$ cat src/include/iohs_pkg.sv
// Package with register map, field positions and carrier types for the output hold block.
package iohs_pkg;
   localparam int NUM_POINTS = 16;
   localparam int STATUS_USED = 11;
   // Register byte offsets on the Wishbone bus.
   localparam logic [7:0] REG_OUT_CMD = 8'h00;
   localparam logic [7:0] REG_CONFIG = 8'h04;
   localparam logic [7:0] REG_STATUS = 8'h08;
   localparam logic [7:0] REG_IRQ_STAT = 8'h0c;
   localparam logic [7:0] REG_IRQ_CLR = 8'h10;
   localparam logic [7:0] REG_IRQ_EN = 8'h14;
   localparam logic [7:0] REG_POINTS = 8'h18;
   // Config register fields.
   localparam int CFG_LINK_OK_BIT = 0;
   localparam int CFG_SW_HOLD_BIT = 1;
   // Status word fields.
   localparam int ST_TERM_PRESENT_BIT = 0;
   localparam int ST_SWITCH_HOLD_BIT = 1;
   localparam int ST_MODE_MISMATCH_BIT = 2;
   localparam int ST_LINK_OK_BIT = 3;
   localparam int ST_BP_POWER_BIT = 4;
   localparam int ST_FIELD_POWER_BIT = 5;
   localparam int ST_HOLDING_BIT = 6;
   localparam int ST_NOT_READY_BIT = 9;
   // Interrupt event bits.
   localparam int EV_MISMATCH = 0;
   localparam int EV_LINK_LOST = 1;
   localparam int EV_TERM_CHANGE = 2;
   localparam int EV_POWER_LOST = 3;
   localparam int NUM_EVENTS = 4;
   localparam logic [15:0] RST_OUT_CMD = 16'h0000;
   localparam logic [1:0] RST_CONFIG = 2'h0;
   localparam logic [3:0] RST_IRQ_EN = 4'h0;
   localparam logic [31:0] UNMAPPED_DATA = 32'h00000000;

   typedef struct packed {
      logic cyc;
      logic stb;
      logic we;
      logic [7:0] adr;
      logic [3:0] sel;
      logic [31:0] dat;
   } iohs_wb_req_t;

   typedef struct packed {
      logic ack;
      logic [31:0] dat;
   } iohs_wb_rsp_t;

   typedef struct packed {
      logic upper_switch_hold;
      logic lower_switch;
      logic backplane_power;
      logic field_power;
      logic terminal_present;
   } iohs_field_t;
endpackage : iohs_pkg

$ cat src/design/iohs_core.sv
// Sixteen point isolated output block with hold-last-state defaults and status word.
//
// Behaviour
// - Sixteen output points, each switched independently from its commanded value.
// - Switch open selects force off when controller communication is lost.
// - Switch left holds the last commanded values while communication is lost.
// - Hold needs backplane and field power; otherwise outputs go to default off.
// - Switch mode differing from software configured mode raises a warning event.
// - Only the upper selection switch chooses the default mode; lower is ignored.
// - Sixteen bit status word sent; only the low ten bits carry information.
// - Status bit 9 high means the module is not ready.
// - Terminal block presence is reported in the status word.
// - Terminal indicator is green when block fitted, red when absent.
// - One indicator per output point shows whether the point is on.
`timescale 1ns/1ps
module iohs_core (
   input wire logic clk,
   input wire logic rst,
   input wire iohs_pkg::iohs_wb_req_t wb_req,
   output iohs_pkg::iohs_wb_rsp_t wb_rsp,
   input wire iohs_pkg::iohs_field_t field_in,
   output logic [15:0] points,
   output logic [15:0] point_leds,
   output logic term_led_green,
   output logic term_led_red,
   output logic irq
);
   import iohs_pkg::*;

   logic [15:0] out_cmd;
   logic link_ok;
   logic cfg_hold;
   logic [NUM_EVENTS-1:0] irq_stat;
   logic [NUM_EVENTS-1:0] irq_en;
   logic ack;
   logic [31:0] rd_data;
   logic prev_link_ok;
   logic prev_term;
   logic prev_power;
   logic prev_mismatch;

   function automatic logic [31:0] merge_bytes(input logic [31:0] old_v, input logic [31:0] new_v,
                                               input logic [3:0] sel);
      logic [31:0] r;
      r = old_v;
      for (int i = 0; i < 4; i++) begin
         if (sel[i]) begin
            r[8*i +: 8] = new_v[8*i +: 8];
         end
      end
      return r;
   endfunction : merge_bytes

   // Bus decode.
   wire bus_go = wb_req.cyc && wb_req.stb && !ack;
   // A write lands at the edge where the master sees ack high, while the request still stands.
   wire wr_go = wb_req.cyc && wb_req.stb && wb_req.we && ack;
   wire [31:0] wr_merged = merge_bytes(32'h00000000, wb_req.dat, wb_req.sel);
   wire wr_cmd = wr_go && (wb_req.adr == REG_OUT_CMD);
   wire wr_cfg = wr_go && (wb_req.adr == REG_CONFIG);
   wire wr_clr = wr_go && (wb_req.adr == REG_IRQ_CLR);
   wire wr_en = wr_go && (wb_req.adr == REG_IRQ_EN);
   wire [31:0] cmd_merged = merge_bytes({16'h0000, out_cmd}, wb_req.dat, wb_req.sel);
   wire [31:0] cfg_merged = merge_bytes({30'h00000000, cfg_hold, link_ok}, wb_req.dat,
                                        wb_req.sel);

   // Mode and output selection; the lower switch is never read.
   wire switch_hold = field_in.upper_switch_hold;
   wire power_ok = field_in.backplane_power && field_in.field_power;
   wire holding = !link_ok && switch_hold && power_ok;
   wire mismatch = switch_hold != cfg_hold;
   wire not_ready = !(link_ok && power_ok);
   wire [15:0] next_points = link_ok && power_ok ? out_cmd :
                             holding ? points : 16'h0000;

   wire [15:0] status_word;
   assign status_word[ST_TERM_PRESENT_BIT] = field_in.terminal_present;
   assign status_word[ST_SWITCH_HOLD_BIT] = switch_hold;
   assign status_word[ST_MODE_MISMATCH_BIT] = mismatch;
   assign status_word[ST_LINK_OK_BIT] = link_ok;
   assign status_word[ST_BP_POWER_BIT] = field_in.backplane_power;
   assign status_word[ST_FIELD_POWER_BIT] = field_in.field_power;
   assign status_word[ST_HOLDING_BIT] = holding;
   assign status_word[8:7] = 2'h0;
   assign status_word[ST_NOT_READY_BIT] = not_ready;
   assign status_word[15:10] = 6'h00;

   wire [NUM_EVENTS-1:0] events;
   assign events[EV_MISMATCH] = mismatch && !prev_mismatch;
   assign events[EV_LINK_LOST] = prev_link_ok && !link_ok;
   assign events[EV_TERM_CHANGE] = prev_term != field_in.terminal_present;
   assign events[EV_POWER_LOST] = prev_power && !power_ok;

   // A new event in the clear cycle survives the clear.
   wire [NUM_EVENTS-1:0] clr_mask = wr_clr ? wr_merged[NUM_EVENTS-1:0] : '0;
   wire [NUM_EVENTS-1:0] next_irq_stat = (irq_stat & ~clr_mask) | events;

   always_comb begin
      rd_data = UNMAPPED_DATA;
      case (wb_req.adr)
         REG_OUT_CMD: rd_data = {16'h0000, out_cmd};
         REG_CONFIG: rd_data = {30'h00000000, cfg_hold, link_ok};
         REG_STATUS: rd_data = {16'h0000, status_word};
         REG_IRQ_STAT: rd_data = {28'h0000000, irq_stat};
         REG_IRQ_EN: rd_data = {28'h0000000, irq_en};
         REG_POINTS: rd_data = {16'h0000, points};
         default: rd_data = UNMAPPED_DATA;
      endcase
   end

   always_ff @(posedge clk) begin
      if (rst) begin
         ack <= 1'b0;
         wb_rsp <= '0;
      end else begin
         ack <= bus_go;
         wb_rsp.ack <= bus_go;
         wb_rsp.dat <= bus_go ? rd_data : 32'h00000000;
      end
   end

   always_ff @(posedge clk) begin
      if (rst) begin
         out_cmd <= RST_OUT_CMD;
         {cfg_hold, link_ok} <= RST_CONFIG;
         irq_en <= RST_IRQ_EN;
      end else begin
         if (wr_cmd) begin
            out_cmd <= cmd_merged[15:0];
         end
         if (wr_cfg) begin
            link_ok <= cfg_merged[CFG_LINK_OK_BIT];
            cfg_hold <= cfg_merged[CFG_SW_HOLD_BIT];
         end
         if (wr_en) begin
            irq_en <= wr_merged[NUM_EVENTS-1:0];
         end
      end
   end

   always_ff @(posedge clk) begin
      if (rst) begin
         points <= 16'h0000;
         irq_stat <= '0;
         prev_link_ok <= 1'b0;
         // Loading the pin level avoids a false terminal change event right after reset.
         prev_term <= field_in.terminal_present;
         prev_power <= 1'b0;
         prev_mismatch <= 1'b0;
      end else begin
         points <= next_points;
         irq_stat <= next_irq_stat;
         prev_link_ok <= link_ok;
         prev_term <= field_in.terminal_present;
         prev_power <= power_ok;
         prev_mismatch <= mismatch;
      end
   end

   assign point_leds = points;
   assign term_led_green = field_in.terminal_present;
   assign term_led_red = !field_in.terminal_present;
   assign irq = |(irq_stat & irq_en);

   // Checks.
   follow_cmd_a: assert property (@(posedge clk) disable iff (rst)
      link_ok && power_ok |=> points == $past(out_cmd))
      else $error("outputs do not follow command");
   force_off_a: assert property (@(posedge clk) disable iff (rst)
      !link_ok && !switch_hold |=> points == 16'h0000)
      else $error("outputs not forced off");
   hold_last_a: assert property (@(posedge clk) disable iff (rst)
      $past(holding) && holding |-> $stable(points))
      else $error("outputs not held");
   power_default_a: assert property (@(posedge clk) disable iff (rst)
      !power_ok |=> points == 16'h0000)
      else $error("outputs not defaulted without power");
   mismatch_event_a: assert property (@(posedge clk) disable iff (rst)
      $rose(mismatch) |=> irq_stat[EV_MISMATCH])
      else $error("mismatch not flagged");
   not_ready_bit_a: assert property (@(posedge clk) disable iff (rst)
      status_word[ST_NOT_READY_BIT] == !(link_ok && power_ok))
      else $error("not ready bit wrong");
   upper_bits_a: assert property (@(posedge clk) disable iff (rst)
      wb_rsp.ack && $past(wb_req.adr) == REG_STATUS |-> wb_rsp.dat[31:11] == 21'h000000)
      else $error("unused status bits set");
   term_report_a: assert property (@(posedge clk) disable iff (rst)
      status_word[ST_TERM_PRESENT_BIT] == term_led_green && term_led_green != term_led_red)
      else $error("terminal report wrong");
   led_track_a: assert property (@(posedge clk) disable iff (rst)
      point_leds == points)
      else $error("point indicators wrong");
   ack_pulse_a: assert property (@(posedge clk) disable iff (rst)
      wb_rsp.ack |=> !wb_rsp.ack)
      else $error("ack held too long");
   ack_follows_a: assert property (@(posedge clk) disable iff (rst)
      bus_go |=> wb_rsp.ack)
      else $error("request not answered");
   dat_idle_a: assert property (@(posedge clk) disable iff (rst)
      !wb_rsp.ack |-> wb_rsp.dat == 32'h00000000)
      else $error("read data not zero outside ack");
   cmd_write_a: assert property (@(posedge clk) disable iff (rst)
      wr_cmd && wb_req.sel == 4'hf |=> out_cmd == $past(wb_req.dat[15:0]))
      else $error("command write lost");
   link_event_a: assert property (@(posedge clk) disable iff (rst)
      $fell(link_ok) |=> irq_stat[EV_LINK_LOST])
      else $error("link loss not flagged");
   term_event_a: assert property (@(posedge clk) disable iff (rst)
      $changed(field_in.terminal_present) |=> irq_stat[EV_TERM_CHANGE])
      else $error("terminal change not flagged");
   power_event_a: assert property (@(posedge clk) disable iff (rst)
      $fell(power_ok) |=> irq_stat[EV_POWER_LOST])
      else $error("power loss not flagged");
   sticky_stat_a: assert property (@(posedge clk) disable iff (rst)
      !wr_clr |=> (irq_stat & $past(irq_stat)) == $past(irq_stat))
      else $error("status bit dropped without clear");
   set_wins_a: assert property (@(posedge clk) disable iff (rst)
      |events |=> (irq_stat & $past(events)) == $past(events))
      else $error("event lost against clear");
   clear_stat_a: assert property (@(posedge clk) disable iff (rst)
      wr_clr |=> (irq_stat & $past(clr_mask) & ~$past(events)) == '0)
      else $error("status bit not cleared");
   irq_level_a: assert property (@(posedge clk) disable iff (rst)
      (irq_stat[EV_MISMATCH] && irq_en[EV_MISMATCH]) |-> irq)
      else $error("interrupt not raised");
   hold_power_a: assert property (@(posedge clk) disable iff (rst)
      status_word[ST_HOLDING_BIT] |-> field_in.backplane_power && field_in.field_power)
      else $error("holding reported without power");
   reset_out_a: assert property (@(posedge clk)
      $past(rst) |-> points == 16'h0000 && !wb_rsp.ack)
      else $error("outputs not cleared by reset");

   hold_seen_c: cover property (@(posedge clk) disable iff (rst) $rose(holding));
   force_seen_c: cover property (@(posedge clk) disable iff (rst)
      $fell(link_ok) && !switch_hold);
   irq_seen_c: cover property (@(posedge clk) disable iff (rst) $rose(irq));
   mismatch_seen_c: cover property (@(posedge clk) disable iff (rst) $rose(mismatch));
   power_drop_c: cover property (@(posedge clk) disable iff (rst) $fell(power_ok));
endmodule : iohs_core

$ cat config.mk
export PLATFORM = sky130hd
export DESIGN_NAME = iohs_core
export DESIGN_NICKNAME = d
export VERILOG_FILES = /design/src/include/iohs_pkg.sv /design/src/design/iohs_core.sv
export SDC_FILE = /design/constraint.sdc
export NUM_CORES = 1
export LEC_CHECK = 0
export ABC_AREA = 1
export BUFFER_PORTS_ARGS = -buffer_cell sky130_fd_sc_hd__buf_2
export CORE_ASPECT_RATIO = 1.4
export CORE_MARGIN = 8
export CORE_UTILIZATION = 54
export CTS_BUF_LIST = sky130_fd_sc_hd__clkbuf_8
export DETAILED_ROUTE_END_ITERATION = 16
export HOLD_SLACK_MARGIN = 0.03
export PLACE_DENSITY = 0.94
export SYNTH_ARGS = -nofsm -noshare
export SYNTH_HDL_FRONTEND = slang
export SYNTH_SLANG_ARGS = --single-unit
$ cat constraint.sdc
create_clock -name clk -period 3 [get_ports clk]
set_input_delay 0.3 -clock clk [delete_from_list [all_inputs] [get_ports clk]]
set_output_delay 0.3 -clock clk [all_outputs]
set_load 0.01 [all_outputs]
==> results of run 1 <==
[power by group]
part	internal, W	total [W]	leakage, nW	switching (W)
combinational	0.0000304	0.0000971	1.05	0.0000668
clock	0.000554	0.000903	0.120	0.000348
sequential	0.000841	0.000845	0.509	0.00000393
[flip-flops by register name, indices dropped and copies added, names as in the netlist]
name           count
prev_term          1
prev_mismatch      1
ack                1
cfg_hold           1
prev_link_ok       1
prev_power         1
link_ok            1
point_leds        16
wb_rsp            16
irq_stat           4
irq_en             4
out_cmd           16
[metal layers]
metal  track usage  wire length (um)  vias to the layer above
met5             0                 0                        -
met4       0.09922               227                        0
met3       0.04847               727                       31
met2        0.3409              4257                      194
met1        0.2136              3161                     1367
li1              -                 -                     1462
[final timing paths]
kind / to / slack, ps / depth (start not counted)
worst max-delay path: out_cmd[13] / 1370 / 8
worst min-delay path: prev_term / 120 / 1
worst max register to register: point_leds[9] / 1430 / 5
worst min register to register: irq_stat[1] / 480 / 2
[cell usage after synthesis]
master / number / share of area
conb_1: 1 / 0.0012
dfxtp_1: 63 / 0.41
clkinv_1: 1 / 0.0012
nand4_1: 8 / 0.016
nor3_1: 1 / 0.0016
buf_4: 35 / 0.085
nand3_1: 27 / 0.044
inv_1: 57 / 0.069
nor2_1: 64 / 0.078
clkbuf_1: 6 / 0.0073
nor2_2: 10 / 0.020
buf_6: 3 / 0.011
nand2_2: 5 / 0.010
o22ai_1: 9 / 0.018
nand3_2: 3 / 0.0097
nand2_1: 95 / 0.12
o21ai_0: 17 / 0.028
nor3_4: 1 / 0.0053
nor2_4: 5 / 0.018
xnor2_1: 2 / 0.0057
buf_2: 4 / 0.0065
a21oi_1: 25 / 0.041
[critical path: stages]
cell	delay, ps
buf_2	110
nor2_1	140
nand2_2	130
nor2_4	490
nand3_2	420
nand2_1	170
nand2_1	60
nor2_1	80
[kinds of logic after synthesis]
logic type,count (synthesis),synth area share
and+or+nand+nor,219,0.3183
xor gates and xnor gates,2,0.005671
AOI/OAI and AO/OA,51,0.08627
DFF,63,0.4083
buffers and inverters,106,0.1802
other,1,0.001214
[area by class of cell]
cell class	instances	area (sq um)	share of cell area
clock buffer	9	123.9	0.03452
clock inverter	7	120.1	0.03347
inverter	58	217.7	0.06067
multi-input combinational	288	1328	0.3699
sequential	63	1261	0.3515
tap	68	85.08	0.02371
timing repair buffer	89	452.9	0.1262
[metrics by stage]
stage	utilization	setup slack (ps)	hold WS (ps)
detailed placement	0.6053	1044	461.4
global route	0.6495	1241	120.6
floorplan	-	1747	327.7
global placement	0.6053	1092	455.7
finish	0.6495	1372	123.5
CTS	0.6495	1406	118.2
==> run metrics, run 1 <==
run status=completed; clock root buffer=clkbuf_8; number of H-tree levels=3; die height=105.5 um; CTS clock-pin slew for the worst setup and hold paths=80 ps; Residual DRC=0; layout filler cell count=477; fin nets=563; overall die width=79.93 um; Iteration-0 DRC Markers=278; vias in the first global route=3,026; Hold-fix buffers, CTS=0; antenna cell count=0; power density normalized to cell area=514.2 nW/um^2; CTS Buf Count=9; fin area=3588 sq um; Total Wirelength=8372 um; Critical Path Start Type=primary input; final count of negative-setup-slack endpoints=0; Seq/Total Area, Yosys=0.4083; placeable core region=5525 sq um; Static Leakage=1.675 nW; clock latency of the later-clocked register in the worst-skew pair=340 ps; wire length per cell after detailed routing=14.38 um; TritonRoute pass-1 iters=5; starting density of the core=0.5591; initial antenna violation count=0; Mapped Area=3089 sq um; most frequent standard cell in the layout excluding fill and tap cells=nand2_1; WP data arrival=1910 ps; vias post-DR=3,054; number of placement rows=32; Hold WC Path Type=in2reg; Final Hold Fails=0; Port Buf Inserts=86; post-route non-filler standard cell count=582; placed cell areas=3344 sq um; setup TNS after final layout=0 ps; via-per-instance ratio=5.247; maximum net fanout on the critical path=20; number of sinks on the clock net=63; max-slew violation count=0; critical path type=in2reg; startpoint of the worst setup timing path=wb_req[41]; placed cell count=566; Max Cap Viol=0; number of nets with antenna violations after detailed routing=0; CTS tree=done; number of synthesized register bits=63; maximum number of pins on one net before global-route repair=34; worst hold path startpoint=field_in[0]; area enclosed by the die boundary=8431 sq um; most used cells in the layout excluding fill and tap cells=nand2_1, buf_2, nor2_1, dfxtp_1, inv_1; half-perimeter wire length of the detailed placement result=6069 um; transition time at the pin with the least slew margin=656.6 ps; Max Root-Sink Buffers=2; Setup crit end kind=register; Tcrit/Tclk final=0.5426; Period minus WS final=1628 ps; overall overflow remaining after global route=0; Routability Congestion=0.9050; VDD IR-drop max=0.0003993 V; WP data required=3280 ps; area grow syn2layout=16.16%; Worst Clk Skew=8.304 ps; ports placed on the boundary=122; Slew headroom=0.5623; worst reg2reg startpoint=link_ok; synthesized netlist cell count=442; post-CTS setup buffers=0; Cell variety after synth=22; overall global routing resource usage=0.1969; CTS-repair resized insts=0; post-synthesis average cell area=6.989 sq um; total design power=0.001845 W; wire length of the first global-routing pass=13,440 um; FMAX=0.6143 GHz; Yosys warning count=0; share of cells above drive strength 1=0.2510; setup repair after global routing missed its margin=no
No activity file was read; power rests on OpenSTA's default activity.
==> inputs of run 2 (changes only) <==
Settings changed: ABC_AREA 1 to 0, CORE_UTILIZATION 54 to 49, PLACE_DENSITY 0.94 to 0.88.
Clock period 3 ns to 1.7 ns, I/O delays scaled along.
==> run metrics, run 2 <==
run status=completed; Seq/Total Area, Yosys=0.4454 (+0.03716); worst hold path startpoint=wb_req[6]; delay of the slowest critical-path stage=350 ps (-140 ps); clock root buffer=clkbuf_8; top cell type by total area after synthesis=dfxtp_1; max-slew violation count=0 (unchanged); Synth Flop Type=dfxtp_1; FMAX=0.6674 GHz; via-per-instance ratio=5.522 (+5.2%); ports placed on the boundary=122 (unchanged); clock latency of the later-clocked register in the worst-skew pair=340 ps (about the same); starting density of the core=0.4934 (-0.06575); Max Cap Viol=0 (unchanged); share of cells above drive strength 1=0.3608 (+0.1099); VDD IR-drop max=0.0006502 V (+63%); Async S/R FF share, synth=0 (unchanged); number of H-tree levels=3 (unchanged); share of synthesized cell area in full adder, half adder and majority cells=0 (unchanged); capture point of the worst reg-to-reg path=out_cmd[5]; WP data arrival=1710 ps (-200 ps); synthesized netlist cell count=299 (-32%); number of synthesized flops with an enable pin=0 (unchanged); Port Buf Inserts=86 (unchanged); CTS Buf Count=9 (unchanged); placed cell areas=3281 sq um (-1.9%); most used cells in the layout excluding fill and tap cells=buf_2, dfxtp_1, nor2_1, a22oi_1, buf_4; placeable core region=5739 sq um (+3.9%); transition time at the pin with the least slew margin=527.8 ps (-128.8 ps); Period minus WS final=1498 ps; wire length of the first global-routing pass=12,790 um (-4.9%); Worst Clk Skew=7.656 ps (-0.6480 ps); area grow syn2layout=24.88%; Hold-fix buffers, CTS=1 (+1); Static Leakage=1.521 nW (-9.2%); Final Hold Fails=0 (unchanged); count of cells along the worst hold path=3 (+2); cells taking the most area after synthesis=dfxtp_1, buf_4, a22oi_1, nor2_1, mux2i_1; Mapped Area=2831 sq um (-8.3%); number of nets with antenna violations after detailed routing=0 (unchanged); depth of the worst register-to-register path=6 (+1); overall overflow remaining after global route=0 (unchanged); post-synthesis average cell area=9.470 sq um (+35%); power density normalized to cell area=927.5 nW/um^2 (+80%); number of sinks on the clock net=63 (unchanged); critical path buffer and inverter count=2 (+1); initial antenna violation count=0 (unchanged); maximum net fanout on the critical path=6 (-70%); CTS clock-pin slew for the worst setup and hold paths=70 ps (about the same); half-perimeter wire length of the detailed placement result=5939 um (-2.1%); overall global routing resource usage=0.1900 (-0.006940); area enclosed by the die boundary=8502 sq um (+0.83%); most frequent standard cell in the layout excluding fill and tap cells=buf_2; largest family of logic cells by synthesized area=simple AND/OR/NAND/NOR gates; multiplexer share of the synthesized area=0.09501 (+0.09501); kind of cell adding the most delay to the critical path=buffers and inverters; wire length per cell after detailed routing=17.28 um (+20%); cell at the slowest stage of the critical path=dfxtp_1; CTS-repair resized insts=0 (unchanged); Cell Chain, Critical Path=nand4_1, buf_4, nor4_4, buf_4, mux2i_1, nor2_1; vias post-DR=2,529 (-17%); cell types with the highest counts after synthesis=dfxtp_1, nor2_1, buf_4, a22oi_1, mux2i_1; Hold WC Path Type=in2reg; Yosys warning count=0 (unchanged); internal reg-to-reg setup slack=200 ps (-1230 ps); simple-gate portion of the synthesized area=0.1993 (-0.1191); cell with the most instances after synthesis=dfxtp_1; Max Root-Sink Buffers=2 (unchanged); Total Wirelength=7916 um (-5.4%); end point of the worst hold path=out_cmd[6]; number of synthesized register bits=63 (unchanged); critical path type=reg2reg; CTS tree=done; setup repair after global routing missed its margin=no; Post-Synth XOR/XNOR Area=0.006186 (+0.0005162); Slew headroom=0.6476 (+0.08532); antenna cell count=0 (unchanged); post-synth top area share=0.4454 (+0.03716); Most common cell on crit path=buf_4; Iteration-0 DRC Markers=181 (-35%); maximum number of pins on one net before global-route repair=46 (+35%); die height=105.9 um (+0.43%); vias in the first global route=2,679 (-11%); Residual DRC=0 (unchanged); fin nets=438 (-22%); worst reg2reg startpoint=ack; end-of-flow core utilization=0.6161 (-0.03337); Setup crit end kind=register; TritonRoute pass-1 iters=4 (-1); Routability Congestion=0.9473 (+4.7%); Tcrit/Tclk final=0.8814; post-CTS setup buffers=0 (unchanged); Critical Path Start Type=register; fin area=3536 sq um (-1.5%); Cell variety after synth=44 (+100%); overall die width=80.25 um (+0.40%); compound-gate portion of the synthesized area=0.1312 (+0.04497); number of placement rows=33 (+3.1%); final count of negative-setup-slack endpoints=0 (unchanged); WP data required=1910 ps (-1370 ps)
run 2: power by group:
part	switching (W)	internal [W]
Sequential	0.00000645	0.00149
Clock	0.000546	0.00104
Combinational	0.000122	0.0000786
run 2: cells by family after synthesis:
kind of cell           after synthesis
AND/OR/NAND/NOR                    104
AO/OA/AOI/OAI                       51
other                                1
multiplexers                        25
flip-flops                          63
XOR/XNOR                             2
buffers and inverters               53
run 2: metal layers:
metal | wire length, um | vias to the layer above | GRT usage
met3 | 814 | 16 | 0.06166
met1 | 2782 | 1191 | 0.1974
met2 | 4141 | 148 | 0.3322
met5 | 0 | - | 0
met4 | 178 | 0 | 0.08877
li1 | - | 1174 | -
run 2: worst max-delay path by stage:
| stage | startpoint | to | depth (start not counted) |
|---|---|---|---|
| floorplan | wb_req[41] | out_cmd[5] | 5 |
| global placement | wb_req[41] | out_cmd[15] | 6 |
| detailed placement | wb_req[41] | out_cmd[5] | 6 |
| CTS | ack | out_cmd[5] | 6 |
| global route | ack | out_cmd[3] | 6 |
| finish | ack | out_cmd[5] | 6 |
run 2: cell type report:
class,instances,area (sq um)
Fill cell,489,2203
Multi-Input combinational cell,198,1296
Sequential cell,63,1261
Timing Repair Buffer,110,638.1
Clock buffer,11,151.4
Clock inverter,4,93.84
Tap cell,70,87.58
Inverter,2,7.507
run 2: metrics by stage:
step / hold WS (ps) / TNS (ps) / cells / worst slack, ps / total power, W
floorplan: 197.7 / 0 / 314 / 49.18 / 0.001662
global placement: 333.2 / -436.8 / 442 / -36.46 / 0.001715
detailed placement: 349.3 / -1111 / 442 / -122.3 / 0.001720
CTS: 57.52 / 0 / 458 / 182.7 / 0.003299
global route: 74.25 / 0 / 458 / 78.00 / 0.003387
finish: 71.59 / 0 / 458 / 201.6 / 0.003280
run 2: tightest hold or removal path: cells and delay by family:
kind / cells / cell delay, ps
buf+inv: 1 / 70
mux: 1 / 60
simple gates: 1 / 70
==> inputs of run 3 (changes only) <==
Clock period 1.7 ns to 1.6 ns, I/O delays scaled along.
==> run metrics, run 3 (synthesis gave the netlist of run 2 again) <==
layout filler cell count=495 (+1.2%); Switching Power=0.0007321 W (+8.5%); maximum number of pins on one net before global-route repair=46 (unchanged); Max Cap Viol=0 (unchanged); vias post-DR=2,515 (-0.55%); wire length of the first global-routing pass=12,790 um (about the same); most frequent standard cell in the layout excluding fill and tap cells=buf_2; setup TNS after final layout=0 ps (unchanged); area enclosed by the die boundary=8502 sq um (unchanged); max-slew violation count=0 (unchanged); CTS clock-pin slew for the worst setup and hold paths=70 ps (about the same); cell-internal power=0.002615 W (+0.37%); number of placement rows=33 (unchanged); worst reg2reg startpoint=ack; Critical Path Start Type=register; fin nets=441 (+0.68%); power density normalized to cell area=946.2 nW/um^2 (+2.0%); Residual DRC=0 (unchanged); Final Hold Fails=0 (unchanged); Max Root-Sink Buffers=2 (unchanged); number of nets with antenna violations after detailed routing=0 (unchanged); clock root buffer=clkbuf_8; WHS=48.28 ps (-23.31 ps); setup repair after global routing missed its margin=no; Hold WC Path Type=in2reg; maximum net fanout on the critical path=6 (unchanged); overall die width=80.25 um (unchanged); half-perimeter wire length of the detailed placement result=5904 um (-0.59%); starting density of the core=0.4934 (unchanged); Setup crit end kind=register; CTS tree=done; antenna cell count=0 (unchanged); overall overflow remaining after global route=0 (unchanged); vias in the first global route=2,617 (-2.3%); initial antenna violation count=0 (unchanged); Comb power frac=0.065 (+0.004); transition time at the pin with the least slew margin=545.3 ps (+17.55 ps); VDD IR-drop max=0.0006848 V (+5.3%); Worst Clk Skew=7.157 ps (-0.4998 ps); startpoint of the worst setup timing path=ack; overall global routing resource usage=0.1905 (+0.0005263); via-per-instance ratio=5.444 (-1.4%); CTS Buf Count=9 (unchanged); TritonRoute pass-1 iters=4 (unchanged); Port Buf Inserts=86 (unchanged); worst hold path startpoint=wb_req[3]; part of the total power dissipated in sequential elements=0.474 (+0.019); run status=completed; FMAX=0.6710 GHz (+0.54%); number of H-tree levels=3 (unchanged); most used cells in the layout excluding fill and tap cells=buf_2, dfxtp_1, nor2_1, a22oi_1, buf_4; share of total power consumed by net switching=0.2188 (+0.01308); critical path type=reg2reg; final count of negative-setup-slack endpoints=0 (unchanged); number of sinks on the clock net=63 (unchanged); Total Wirelength=7985 um (+0.87%); WP data arrival=1700 ps (about the same); wire length per cell after detailed routing=17.28 um (about the same); Iteration-0 DRC Markers=205 (+13%); Period minus WS final=1490 ps (-8.026 ps); die height=105.9 um (unchanged); share of cells above drive strength 1=0.3648 (+0.003971); area grow syn2layout=24.92% (about the same); Tcrit/Tclk final=0.9315 (+0.05007); ports placed on the boundary=122 (unchanged); clock share of power=0.461 (-0.023); Slew headroom=0.6359 (-0.01172); Routability Congestion=0.9295 (-1.9%); WP data required=1810 ps (-100 ps); placeable core region=5739 sq um (unchanged); Static Leakage=1.530 nW (+0.59%); clock latency of the later-clocked register in the worst-skew pair=340 ps (about the same)
==> run 3: cell count changes in the layout (fill, tap and decap cells not counted), sizes merged <==
cell / change
inv: +1
clkinv: +1
buf: +3
bufinv: -1
==> run 3: area by class of cell <==
type / count / area (sq um) / share of cell area
flip-flops and latches: 63 / 1261 / 0.3566
multi-input cells: 198 / 1296 / 0.3665
repair buffers: 113 / 660.6 / 0.1868
clock inverters: 5 / 72.57 / 0.02052
clock buffers: 11 / 151.4 / 0.04280
inverters: 2 / 7.507 / 0.002122
well taps: 70 / 87.58 / 0.02476
==> run 3: routing by layer <==
| metal | vias to the layer above | share of wire | GRT usage |
|---|---|---|---|
| li1 | 1186 | - | - |
| met1 | 1178 | 0.36 | 0.2036 |
| met2 | 128 | 0.51 | 0.3235 |
| met3 | 23 | 0.092 | 0.06841 |
| met4 | 0 | 0.032 | 0.08616 |
| met5 | - | 0 | 0 |
==> run 3: worst max-delay path: stages (launching register included) <==
cell and delay [ps]:
dfxtp_1 350, nand4_1 90, buf_4 180, nor4_4 240
buf_4 220, mux2i_1 230, nor2_1 60
==> run 3: per-stage QoR <==
step,cell area [sq um],util,setup WS [ps],std cells,power (W)
after floorplan,2888,-,-40.82,314,0.001766
after global placement,3303,0.5755,-78.37,445,0.001830
after detailed placement,3303,0.5755,-108.2,445,0.001833
after CTS,3537,0.6163,93.97,462,0.003361
after global routing,3537,0.6163,19.26,462,0.003458
final,3537,0.6163,109.6,462,0.003347
==> run 3: worst paths after layout <==
kind / endpoint / slack, ps / cells after the start
worst max-delay path: out_cmd[2] / 110 / 6
worst min-delay path: irq_stat[3] / 50 / 2
worst max register to register: out_cmd[2] / 110 / 6
worst min register to register: irq_stat[3] / 490 / 2
==> run 3: power groups by stage <==
stage | logic, W | clock network (W) | registers [W]
5_1_grt | 0.000237 | 0.00164 | 0.00159
6_report | 0.000218 | 0.00154 | 0.00159
3_5_place_dp | 0.000213 | 0 | 0.00162
2_1_floorplan | 0.000148 | 0 | 0.00162
4_1_cts | 0.000216 | 0.00156 | 0.00159
3_3_place_gp | 0.000210 | 0 | 0.00162
==> run 3: timing repair <==
item	CTS	global route
hold endpoints to repair	1	0
resized for setup	0	0
setup buffers	0	0
hold buffers	1	0
